**config.mk**
```make
export PLATFORM = sky130hd
export DESIGN_NAME = usart_transmitter
export DESIGN_NICKNAME = d
export VERILOG_FILES = /design/src/usart_tx_pkg.sv /design/src/usart_transmitter.sv
export SDC_FILE = /design/constraint.sdc
export NUM_CORES = 1
export LEC_CHECK = 0
export BUFFER_PORTS_ARGS = -buffer_cell sky130_fd_sc_hd__clkbuf_2
export CORE_ASPECT_RATIO = 1.4
export CORE_MARGIN = 2
export CORE_UTILIZATION = 58
export CTS_CLUSTER_SIZE = 40
export DETAILED_ROUTE_END_ITERATION = 8
export GPL_TIMING_DRIVEN = 0
export HOLD_SLACK_MARGIN = 0.02
export MAX_ROUTING_LAYER = met4
export PLACE_DENSITY = 0.8
export SYNTH_ARGS = -nofsm -noshare
export SYNTH_HDL_FRONTEND = slang
export SYNTH_SLANG_ARGS = --single-unit
```
**constraint.sdc**
```tcl
create_clock -name clk_sys_in -period 5.3 [get_ports clk_sys_in]
set_clock_uncertainty 0.15 [all_clocks]
set_input_delay 1.59 -clock clk_sys_in [delete_from_list [all_inputs] [get_ports clk_sys_in]]
set_output_delay 1.59 -clock clk_sys_in [all_outputs]
set_load 0.02 [all_outputs]
```
**src/usart_tx_pkg.sv**
```systemverilog
// Shared constants and carriers of the serial transmit block.
// Assumes one system clock; every item here is used by name only.
package usart_tx_pkg;

  // ---------------------------------------------------------------
  // Widths and field positions
  // ---------------------------------------------------------------
  localparam int unsigned BAUD_INT_W   = 12;   // Integer part of the baud divider.
  localparam int unsigned BAUD_FRAC_W  = 4;    // Fraction part of the baud divider.
  localparam int unsigned BAUD_DIV_W   = 16;   // Whole divider in sixteenths.
  localparam int unsigned WORD_W       = 9;    // Widest data word.
  localparam int unsigned WORD_BITS_8  = 8;    // Data bits with the short word length.
  localparam int unsigned WORD_BITS_9  = 9;    // Data bits with the long word length.
  localparam int unsigned STOP_FIELD_HI = 13;  // Stop-bit field position in control_reg_two.
  localparam int unsigned STOP_FIELD_LO = 12;

  // ---------------------------------------------------------------
  // Stop-bit encodings, counted in half bit periods
  // ---------------------------------------------------------------
  localparam logic [1:0] STOP_SEL_1    = 2'h0;  // Default: one stop bit.
  localparam logic [1:0] STOP_SEL_0P5  = 2'h1;
  localparam logic [1:0] STOP_SEL_2    = 2'h2;
  localparam logic [1:0] STOP_SEL_1P5  = 2'h3;
  localparam logic [2:0] HALVES_0P5    = 3'h1;
  localparam logic [2:0] HALVES_1      = 3'h2;
  localparam logic [2:0] HALVES_1P5    = 3'h3;
  localparam logic [2:0] HALVES_2      = 3'h4;

  // ---------------------------------------------------------------
  // Reset values
  // ---------------------------------------------------------------
  localparam logic RST_TX_EMPTY  = 1'b1;  // Holding buffer starts empty.
  localparam logic RST_TX_DONE   = 1'b1;  // Nothing pending after reset.
  localparam logic RST_LINE      = 1'b1;  // Line idles high.
  localparam logic RST_CTS_N     = 1'b1;  // Treat flow control as blocking until sampled.

  // ---------------------------------------------------------------
  // Types
  // ---------------------------------------------------------------
  typedef enum logic [1:0] {
    KIND_IDLE  = 2'h0,
    KIND_DATA  = 2'h1,
    KIND_BREAK = 2'h2
  } frame_kind_e;

  typedef struct packed {
    logic       port_unit_on;
    logic       transmit_enable_bit;
    logic       word_nine;
    logic [1:0] stop_sel;
    logic       sync_mode;
    logic       clk_polarity;
    logic       clk_phase;
    logic       last_bit_pulse;
    logic       cts_flow_on;
  } tx_ctrl_s;

  typedef struct packed {
    logic [BAUD_INT_W-1:0]  int_part;
    logic [BAUD_FRAC_W-1:0] frac_part;
  } baud_div_s;

endpackage : usart_tx_pkg

```
**src/usart_transmitter.sv**
```systemverilog
// Transmit half of an asynchronous serial port with a two-entry write buffer,
// a holding register, a shift register, break and idle frames and a bit clock.
// Assumes control inputs come from logic on clk_sys_in; clear_to_send_n_in is a pin.
//
// Contract
// - Enabled transmitter with nothing to send holds the line high.
// - Disabled transmitter releases the pin by dropping its output enable.
// - Frames carry 8 or 9 data bits per the word-length control.
// - Start bit low, stop bits high, data least significant bit first.
// - Two-bit stop field chooses 0.5, 1, 1.5 or 2 stop bits; 1 default.
// - Enabling the transmitter first sends one all-ones idle frame.
// - Break is 10 low bits, or 11 with 9-bit words, then stop.
// - Break request sends break after current frame; cleared at break's stop bit.
// - After a break, one or two high stop bits follow.
// - Request cleared before break start sends nothing; re-set only after stop.
// - Only a data write clears the buffer-empty flag.
// - Buffer-empty sets when holding word moves to shifter; may interrupt.
// - Write during transmission waits in holding buffer until frame ends.
// - Write while idle starts transmission and sets buffer-empty at once.
// - Complete flag sets after stop bit with buffer empty; may interrupt.
// - Complete flag clears on status read then data write, or write zero.
// - Dropping enable mid-frame stops the baud counter and loses the frame.
// - Sync bit clock only during data bits; polarity, phase selectable.
// - High clear-to-send blocks starting the next data frame.
// - Request-to-send driven low when ready to receive.
// - Baud divider 12-bit integer, 4-bit fraction; runs only when enabled.
`timescale 1ns/10ps

module usart_transmitter #(
  parameter int unsigned DEPTH = 2
) (
  input  wire logic                                 clk_sys_in,
  input  wire logic                                 reset_in,
  input  wire usart_tx_pkg::tx_ctrl_s               ctrl_in,
  input  wire usart_tx_pkg::baud_div_s              baud_div_in,
  input  wire logic                                 wr_valid_in,
  input  wire logic [usart_tx_pkg::WORD_W-1:0]      wr_data_in,
  input  wire logic                                 status_read_in,
  input  wire logic                                 tx_done_clear_in,
  input  wire logic                                 break_set_in,
  input  wire logic                                 break_clear_in,
  input  wire logic                                 tx_empty_irq_on_in,
  input  wire logic                                 tx_done_irq_on_in,
  input  wire logic                                 clear_to_send_n_in,
  input  wire logic                                 rx_ready_in,
  output logic                                      wr_ready_out,
  output logic                                      tx_out,
  output logic                                      tx_oe_out,
  output logic                                      sync_bit_strobe_out,
  output logic                                      tx_buffer_empty_flag_out,
  output logic                                      tx_done_flag_out,
  output logic                                      send_break_request_out,
  output logic                                      irq_out,
  output logic                                      request_to_send_n_out
);

  localparam int unsigned PTR_W = (DEPTH > 2) ? $clog2(DEPTH) : 1;

  typedef enum logic [4:0] {
    ST_OFF   = 5'h01,
    ST_IDLE  = 5'h02,
    ST_START = 5'h04,
    ST_DATA  = 5'h08,
    ST_STOP  = 5'h10
  } tx_state_e;

  // ---------------------------------------------------------------
  // Write buffer
  // ---------------------------------------------------------------
  logic [usart_tx_pkg::WORD_W-1:0] fifo_q [DEPTH];
  logic [PTR_W-1:0]                wptr_q;
  logic [PTR_W-1:0]                rptr_q;
  logic [PTR_W:0]                  count_q;
  logic                            push;
  logic                            pop;
  logic                            hold_full_q;

  // The holding register drains the buffer, so a stalled shifter fills it and
  // wr_ready_out falls; the writer sees back-pressure instead of a lost word.
  assign push = wr_valid_in & wr_ready_out;
  assign pop  = (count_q != '0) & ~hold_full_q;

  always_ff @(posedge clk_sys_in) begin
    if (reset_in) begin
      wptr_q  <= '0;
      rptr_q  <= '0;
      count_q <= '0;
    end else begin
      if (push) begin
        wptr_q <= (wptr_q == PTR_W'(DEPTH - 1)) ? '0 : wptr_q + 1'b1;
      end
      if (pop) begin
        rptr_q <= (rptr_q == PTR_W'(DEPTH - 1)) ? '0 : rptr_q + 1'b1;
      end
      count_q <= count_q + (PTR_W+1)'(push) - (PTR_W+1)'(pop);
    end
  end

  // Storage has no reset; count_q alone says what is valid.
  always_ff @(posedge clk_sys_in) begin
    if (push) begin
      fifo_q[wptr_q] <= wr_data_in;
    end
  end

  always_ff @(posedge clk_sys_in) begin
    if (reset_in) begin
      wr_ready_out <= 1'b0;
    end else begin
      wr_ready_out <= (count_q + (PTR_W+1)'(push) - (PTR_W+1)'(pop)) < (PTR_W+1)'(DEPTH);
    end
  end

  // ---------------------------------------------------------------
  // Holding buffer, flow control input and break request
  // ---------------------------------------------------------------
  logic [usart_tx_pkg::WORD_W-1:0] hold_q;
  logic                            cts_s1_q;
  logic                            cts_s2_q;
  logic                            brk_q;
  tx_state_e                       state_q;
  usart_tx_pkg::frame_kind_e       kind_q;
  logic                            load_data;
  logic                            load_break;
  logic                            stop_done;
  logic                            bit_done;
  logic                            last_bit;
  logic                            te_on;

  assign te_on = ctrl_in.port_unit_on & ctrl_in.transmit_enable_bit;
  // Break takes the slot before queued data; data waits while the peer blocks.
  assign load_break = (state_q == ST_IDLE) & brk_q;
  assign load_data  = (state_q == ST_IDLE) & ~brk_q & hold_full_q
                      & ~(ctrl_in.cts_flow_on & cts_s2_q);

  always_ff @(posedge clk_sys_in) begin
    if (reset_in) begin
      hold_full_q <= 1'b0;
      hold_q      <= '0;
    end else if (pop) begin
      hold_full_q <= 1'b1;
      hold_q      <= fifo_q[rptr_q];
    end else if (load_data) begin
      hold_full_q <= 1'b0;
    end
  end

  // Two flops before the clear-to-send pin is looked at.
  always_ff @(posedge clk_sys_in) begin
    if (reset_in) begin
      cts_s1_q <= usart_tx_pkg::RST_CTS_N;
      cts_s2_q <= usart_tx_pkg::RST_CTS_N;
    end else begin
      cts_s1_q <= clear_to_send_n_in;
      cts_s2_q <= cts_s1_q;
    end
  end

  // Hardware clears the request as the break's stop period begins; a fresh
  // set in that same cycle wins so no request is lost.
  always_ff @(posedge clk_sys_in) begin
    if (reset_in) begin
      brk_q <= 1'b0;
    end else if (break_set_in) begin
      brk_q <= 1'b1;
    end else if (break_clear_in) begin
      brk_q <= 1'b0;
    end else if (state_q == ST_DATA && kind_q == usart_tx_pkg::KIND_BREAK && bit_done
                 && last_bit) begin
      brk_q <= 1'b0;
    end
  end

  // ---------------------------------------------------------------
  // Baud timing in half bit periods
  // ---------------------------------------------------------------
  logic [usart_tx_pkg::BAUD_DIV_W-2:0] cnt_q;
  logic [usart_tx_pkg::BAUD_DIV_W-2:0] half_len;
  logic [2:0]                          halves_q;
  logic [2:0]                          stop_halves;
  logic                                half_tick;
  logic                                busy;
  logic [3:0]                          bit_cnt_q;
  logic [3:0]                          last_idx;

  // Divider counts sixteenths of a clock-per-bit figure, i.e. {int,frac} clocks
  // per bit; the half period truncates, so odd divisors run one clock short.
  always_comb begin
    half_len = {baud_div_in.int_part, baud_div_in.frac_part[3:1]};
    if (half_len == '0) begin
      half_len = 15'h0001;
    end
  end

  always_comb begin
    unique case (ctrl_in.stop_sel)
      usart_tx_pkg::STOP_SEL_0P5: stop_halves = usart_tx_pkg::HALVES_0P5;
      usart_tx_pkg::STOP_SEL_2:   stop_halves = usart_tx_pkg::HALVES_2;
      usart_tx_pkg::STOP_SEL_1P5: stop_halves = usart_tx_pkg::HALVES_1P5;
      default:                    stop_halves = usart_tx_pkg::HALVES_1;
    endcase
    // After a break only one or two whole stop bits are used.
    if (kind_q == usart_tx_pkg::KIND_BREAK) begin
      stop_halves = (ctrl_in.stop_sel == usart_tx_pkg::STOP_SEL_2)
                    ? usart_tx_pkg::HALVES_2 : usart_tx_pkg::HALVES_1;
    end
  end

  // Break adds one low bit in the stop slot: 10 or 11 low bits in all.
  assign last_idx  = (ctrl_in.word_nine ? 4'(usart_tx_pkg::WORD_BITS_9 - 1)
                                        : 4'(usart_tx_pkg::WORD_BITS_8 - 1))
                     + ((kind_q == usart_tx_pkg::KIND_BREAK) ? 4'h1 : 4'h0);
  assign last_bit  = (bit_cnt_q == last_idx);
  assign busy      = (state_q == ST_START) | (state_q == ST_DATA) | (state_q == ST_STOP);
  assign half_tick = busy & (cnt_q == half_len - 1'b1);
  assign bit_done  = half_tick & (halves_q == 3'h1);
  assign stop_done = half_tick & (halves_q == stop_halves - 1'b1);

  // Counter is held clear outside frames and whenever the enable drops.
  always_ff @(posedge clk_sys_in) begin
    if (reset_in || !te_on || !busy) begin
      cnt_q    <= '0;
      halves_q <= '0;
    end else if (half_tick) begin
      cnt_q    <= '0;
      halves_q <= ((state_q != ST_STOP && bit_done) || (state_q == ST_STOP && stop_done))
                  ? 3'h0 : halves_q + 1'b1;
    end else begin
      cnt_q <= cnt_q + 1'b1;
    end
  end

  // ---------------------------------------------------------------
  // Frame sequencer
  // ---------------------------------------------------------------
  logic [usart_tx_pkg::WORD_W-1:0] shift_q;

  always_ff @(posedge clk_sys_in) begin
    if (reset_in || !te_on) begin
      state_q   <= ST_OFF;
      kind_q    <= usart_tx_pkg::KIND_IDLE;
      bit_cnt_q <= '0;
      shift_q   <= '0;
    end else begin
      unique case (state_q)
        ST_OFF: begin
          state_q <= ST_START;
          kind_q  <= usart_tx_pkg::KIND_IDLE;
        end
        ST_IDLE: begin
          if (load_break) begin
            state_q <= ST_START;
            kind_q  <= usart_tx_pkg::KIND_BREAK;
          end else if (load_data) begin
            state_q <= ST_START;
            kind_q  <= usart_tx_pkg::KIND_DATA;
            shift_q <= hold_q;
          end
        end
        ST_START: begin
          if (bit_done) begin
            state_q   <= ST_DATA;
            bit_cnt_q <= '0;
          end
        end
        ST_DATA: begin
          if (bit_done) begin
            shift_q <= shift_q >> 1;
            if (last_bit) begin
              state_q <= ST_STOP;
            end else begin
              bit_cnt_q <= bit_cnt_q + 1'b1;
            end
          end
        end
        ST_STOP: begin
          if (stop_done) begin
            state_q <= ST_IDLE;
          end
        end
      endcase
    end
  end

  // ---------------------------------------------------------------
  // Line, enable and bit clock
  // ---------------------------------------------------------------
  logic line_d;
  logic clk_active;

  always_comb begin
    unique case (state_q)
      ST_START: line_d = (kind_q == usart_tx_pkg::KIND_IDLE);
      ST_DATA:  line_d = (kind_q == usart_tx_pkg::KIND_DATA) ? shift_q[0]
                         : (kind_q == usart_tx_pkg::KIND_IDLE);
      default:  line_d = 1'b1;
    endcase
  end

  // Clock pulses only in data bits of data frames; the last may be dropped.
  assign clk_active = ctrl_in.sync_mode & (state_q == ST_DATA)
                      & (kind_q == usart_tx_pkg::KIND_DATA)
                      & ~(last_bit & ~ctrl_in.last_bit_pulse);

  always_ff @(posedge clk_sys_in) begin
    if (reset_in) begin
      tx_out              <= usart_tx_pkg::RST_LINE;
      tx_oe_out           <= 1'b0;
      sync_bit_strobe_out <= 1'b0;
    end else begin
      tx_out              <= line_d;
      tx_oe_out           <= te_on;
      sync_bit_strobe_out <= ctrl_in.clk_polarity
                             ^ (clk_active & (halves_q[0] ^ ctrl_in.clk_phase));
    end
  end

  // ---------------------------------------------------------------
  // Status flags and interrupt
  // ---------------------------------------------------------------
  logic rd_seen_q;
  logic done_set;

  assign done_set = (state_q == ST_STOP) & stop_done & ~hold_full_q;

  // A status read arms the clear; the next accepted write fires it.
  always_ff @(posedge clk_sys_in) begin
    if (reset_in) begin
      rd_seen_q <= 1'b0;
    end else if (status_read_in) begin
      rd_seen_q <= 1'b1;
    end else if (push) begin
      rd_seen_q <= 1'b0;
    end
  end

  always_ff @(posedge clk_sys_in) begin
    if (reset_in) begin
      tx_done_flag_out <= usart_tx_pkg::RST_TX_DONE;
    end else if (done_set) begin
      tx_done_flag_out <= 1'b1;
    end else if ((rd_seen_q && push) || tx_done_clear_in) begin
      tx_done_flag_out <= 1'b0;
    end
  end

  always_ff @(posedge clk_sys_in) begin
    if (reset_in) begin
      tx_buffer_empty_flag_out <= usart_tx_pkg::RST_TX_EMPTY;
      send_break_request_out   <= 1'b0;
      irq_out                  <= 1'b0;
      request_to_send_n_out    <= 1'b1;
    end else begin
      tx_buffer_empty_flag_out <= ~hold_full_q;
      send_break_request_out   <= brk_q;
      irq_out                  <= (~hold_full_q & tx_empty_irq_on_in)
                                  | (tx_done_flag_out & tx_done_irq_on_in);
      request_to_send_n_out    <= ~rx_ready_in;
    end
  end

endmodule // usart_transmitter

```
; ---- Word level (Yosys, flattened, before mapping)
; Memory sizes are Yosys's and may differ from the RTL's. A register that Yosys moved wholly into a read port is not among the register bits.
; Cells that the tools add are included.
[word_totals]
regBits = 56
ram_bits = 18
input_bits = 46
output_inout_bits = 9
elab_cells = 154
mem_count = 1
[classes]
add_sub_neg = 10
n_lt_le_gt_ge = 1
eq_ne = 23
mux = 38
bitwise_logic = 31
n_reduce_logical = 27
[mem_list]
columns = name, words, width, rd, rd_clocked_by_memory_dff, write_ports, line_no
row1 = fifo_q, 2, 9, 1, 1, 1, usart_transmitter.sv:70  ; logic [usart_tx_pkg::WORD_W-1:0] fifo_q [DEPTH];
[op_table]
columns = op, count
row1 = $mux W5, 6
row2 = $mux W9, 3
row3 = $pmux W5 S5, 1
row4 = $and A1 B1 Y1, 20
row5 = $pmux W9 S2, 1
row6 = $mux W4, 4
row7 = $add A15 B1 Y15 const B, 1
row8 = $eq A15 B15 Y1, 1
row9 = $logic_not A15 Y1, 1
row10 = $mux W15, 1
row11 = $sub A15 B1 Y15 const B, 1
row12 = $ne A2 B2 Y1 const B, 7
row13 = $mux W1, 13
row14 = $reduce_bool A2 Y1, 6
row15 = $mux W3, 3
row16 = $pmux W3 S3, 1
row17 = $pmux W4 S2, 1
row18 = $reduce_and A4 Y1, 2
row19 = $eq A2 B2 Y1 const B, 3
row20 = $logic_and A1 B1 Y1, 6
row21 = $not A1 Y1, 6
row22 = $eq A5 B1 Y1 const B, 1
row23 = $eq A5 B2 Y1 const B, 1
row24 = $eq A5 B3 Y1 const B, 1
row25 = other kinds (28), 39

; ---- Longest topological paths before layout
[depth]
ltp_word = 11
ltp_mapped = 13
ltp_nobuf = 11

; ---- Worst setup path before layout
; No wires, ideal clock.
[synth_path]
path_type = input -> register
startpoint = input baud_div_in[5] (netlist bit)
endpoint = register shift_q[0] (netlist bit)
arrival_time_ps = 4661
required_ps = 5078
setup_slack_ps = 418
stages = 13
path_buffers = 2
cell_sequence = buf_2 > nor4_1 > and3_1 > a21oi_1 > ha_1 > or3b_2 > o31a_1 > nor3_1 > o2111ai_1 > or4_4 > o41ai_2 > buf_4 > mux2i_1
[synth_between]
elab_chain_len = 8
[synth_lines]
columns = item, line_no
row1 = from (decl), usart_transmitter.sv:35  ; input wire usart_tx_pkg::baud_div_s baud_div_in,
row2 = $logic_not A15 Y1, usart_transmitter.sv:190  ; if (half_len == '0) begin
row3 = $mux W15 *, usart_transmitter.sv:190
row4 = $sub A15 B1 Y15 *, usart_transmitter.sv:215  ; assign half_tick = busy & (cnt_q == half_len - 1'b1);
row5 = $eq A15 B15 Y1 *, usart_transmitter.sv:215
row6 = $and A1 B1 Y1 *, usart_transmitter.sv:215
row7 = $and A1 B1 Y1 *, usart_transmitter.sv:216  ; assign bit_done = half_tick & (halves_q == 3'h1);
row8 = $ne A2 B2 Y1 (no source line) *, -
row9 = $reduce_and A4 Y1 (no source line) *, -
row10 = to (signal assigned), usart_transmitter.sv:257  ; shift_q <= hold_q;
row11 = to (signal assigned), usart_transmitter.sv:268  ; shift_q <= shift_q >> 1;
row12 = to (decl), usart_transmitter.sv:236  ; logic [usart_tx_pkg::WORD_W-1:0] shift_q;
; Every way passes the cells marked *; elsewhere a longest branch is shown, timed or not.
; A chain may end at the register's enable or synchronous reset.

; ---- Worst setup path after layout
[layout_path]
startpoint = input baud_div_in[4] (netlist bit)
endpoint = register shift_q[5] (netlist bit)
; The elaborated chain is that of the path after synthesis.

==> run summary <==
HP Class - register to register
Post-synth net total - 526
Top Layer Used - met4
Starting Density - 59.1%
CTS root buf - clkbuf_8
Post-Synthesis Cells - 467
NetSw - 0.416 mW
FP Rows - 37
DP Worst Slack - -0.0478 ns
Synth Flop Type - dfxtp_1
Crit end category - register
Via count - 3615
Tot Pwr - 1.51 mW
Netlist cell types - 61
Gp weighted congestion - 0.904
DP HPWL - 6800 µm
Syn avg cell area - 9.14 µm²
R2R Path Start - state_q[1]
I/O Buffers - 52
Type of origin of the critical path - primary input
Boundary Pins - 55
Status - completed
Finished Core Util - 67.4%
Final Max Slew Viols - 0
Die Wd - 76.5 µm
Drc violations - 0
Global route total overflow - 0
Number of synthesized register bits - 83
Dpl cells - 616
Share of post-route cells with drive strength above 1 - 16.3%
Highest Clock Rate - 0.200 GHz
Post-route ant nets - 0
Total GRT Usage - 24.3%
WP data arrival - 5.12 ns
Routed length on met1 - 3830 µm
Max VDD drop - 0.288 mV
Worst hold slack - 0.266 ns
Clock Pin Slew Worst Setup and Hold Paths - 0.07 ns
Post-route design area - 4870 µm²
Cell internal pwr - 1.10 mW
Most common cell after layout, fill and taps aside - dfxtp_1
Met3 routed WL - 374 µm
Largest net degree at the start of global routing - 14
Syn-to-layout area delta - 14.1%
Clk sinks - 83
Final nets - 589
Clock latency on the worst-skew pair - 0.35 ns
DRT iter0 DRCs - 277
Layout Cells excl Fill - 632
Crit path max fanout - 9
CTS tree - done
Worst Hold Launch - cts_s1_q
WL/cell - 14.6 µm
Post-synthesis async set-or-reset flop share - 0%
Post-synth EDFFs - 18
Final-report setup violation count - 0
Sequential share of the synthesized area - 43.1%
Core Area - 7220 µm²
Vias per inst - 5.72
Global-route wire length before repair - 15300 µm
YS warnings - 0
Netlist Area Pre-Place - 4270 µm²
Register share of total power - 49.5%
Clock Power Share - 31.2%
Sw frac - 27.5%
Fin Setup TNS - 0 ns
Fin crit share - 94.3%
Max-slew headroom - 17.6%
Initial antenna violation count - 0
Crit Path Class - primary input to register
Pwr Density - 311 nW/µm²
CP required - 5.43 ns
Tmin final - 5.00 ns
Worst Tran Pin Value - 1.20 ns
N_diodes - 0
Leakage - 1.81 nW
Max_cap viols - 0
CTS H-tree depth - 3
Routed wire length on met2 - 4800 µm
Clock buffer depth - 2
Final hold vios - 0
Commonest cells after routing, fill and taps aside - dfxtp_1, nor2_1, clkbuf_2
Vias in the first global route - 3521
CTS Buf Count - 9
Die height - 106 µm
Routed WL - 9220 µm
Critical path origin - baud_div_in[4]
RSZ-0062 raised after global routing - false
Die area - 8070 µm²
DR pass1 iterations - 4
Logic pwr share - 19.3%
Final WS setup - 0.305 ns
DP Area - 4650 µm²
-- final timing paths --
path / slack, ns / endpoint / cells past startpoint
max reg2reg: 2.25 / shift_q[5] / 9
min reg2reg: 0.27 / cts_s2_q / 1
max: 0.30 / shift_q[5] / 13
min: 0.27 / cts_s2_q / 1
-- per-layer routing --
| metal | vias up | GRT usage (%) |
|---|---|---|
| li1 | 1810 | - |
| met1 | 1702 | 26.1 |
| met5 | - | - |
| met2 | 82 | 42.9 |
| met3 | 21 | 4.97 |
| met4 | 0 | 11.4 |
-- kinds of logic (layout without fill, tap and decap cells) --
group	Yosys count	after routing	synth area share, %
mux	17	17	3.99
buf+inv	37	105	3.60
xor+xnor	36	36	7.74
compound gates	88	88	14.0
fa+ha+maj	13	13	3.81
flops	83	83	43.1
simple gates	193	193	23.8
-- repair_timing --
item | 4_1_cts | 5_1_grt
hold buffers | 0 | 0
buffers inserted | 0 | 0
resized for setup | 0 | 1
endpoints found under the setup margin | 0 | 6
-- synth_stat cells, types with 4 or more instances --
cell type / instances / share of area (%)
edfxtp_1: 18 / 13
nor4_1: 7 / 1.0
nor3_1: 6 / 0.70
inv_1: 17 / 1.5
nand4_1: 10 / 1.5
nor2b_1: 4 / 0.59
mux2i_1: 17 / 4.0
and3b_1: 5 / 1.0
xor2_1: 14 / 2.9
nand3_1: 16 / 1.9
and3_1: 4 / 0.59
or2_2: 4 / 0.59
a211oi_1: 15 / 2.6
or3_1: 11 / 1.6
o21ai_0: 12 / 1.4
nand2b_1: 11 / 1.6
xnor2_1: 21 / 4.3
dfxtp_1: 65 / 30
nand2_1: 28 / 2.5
nor2_1: 64 / 5.6
ha_1: 13 / 3.8
o31ai_1: 5 / 0.88
clkbuf_1: 13 / 1.1
a21oi_1: 27 / 3.2
-- sequential cells by signal (all words and copies together), names as in the netlist, 2 cells and up --
register	cells
hold_q	9
shift_q	9
bit_cnt_q	4
halves_q	3
count_q	2
cnt_q	15
state_q	5
kind_q	2
fifo_q	18
-- power groups by stage --
stage | Combinational, mW | Sequential (mW) | Clock [mW]
after floorplan | 0.207 | 0.766 | 0
after global placement | 0.279 | 0.761 | 0
after detailed placement | 0.291 | 0.764 | 0
after CTS | 0.293 | 0.750 | 0.483
after global routing | 0.327 | 0.757 | 0.505
final | 0.292 | 0.749 | 0.473
-- critical path, stage by stage --
cell	delay (ns)
clkbuf_2	0.15
nor4_1	0.57
and3_1	0.32
a21oi_1	0.09
ha_1	0.25
xnor2_1	0.14
xnor2_1	0.12
a211oi_1	0.24
o2111ai_1	0.25
or4_4	0.61
o41ai_2	0.32
buf_4	0.25
mux2i_1	0.21
-- layout make-up --
class | instances | area (µm²)
buffer | 20 | 90.1
clock buffer | 13 | 169
clock inverter | 3 | 45.0
fill | 609 | 2350
inverter | 17 | 63.8
multi-input combinational | 347 | 2280
sequential | 83 | 1840
tap | 97 | 121
timing repair buffer | 52 | 260
Power figures use the tool's default switching activity.
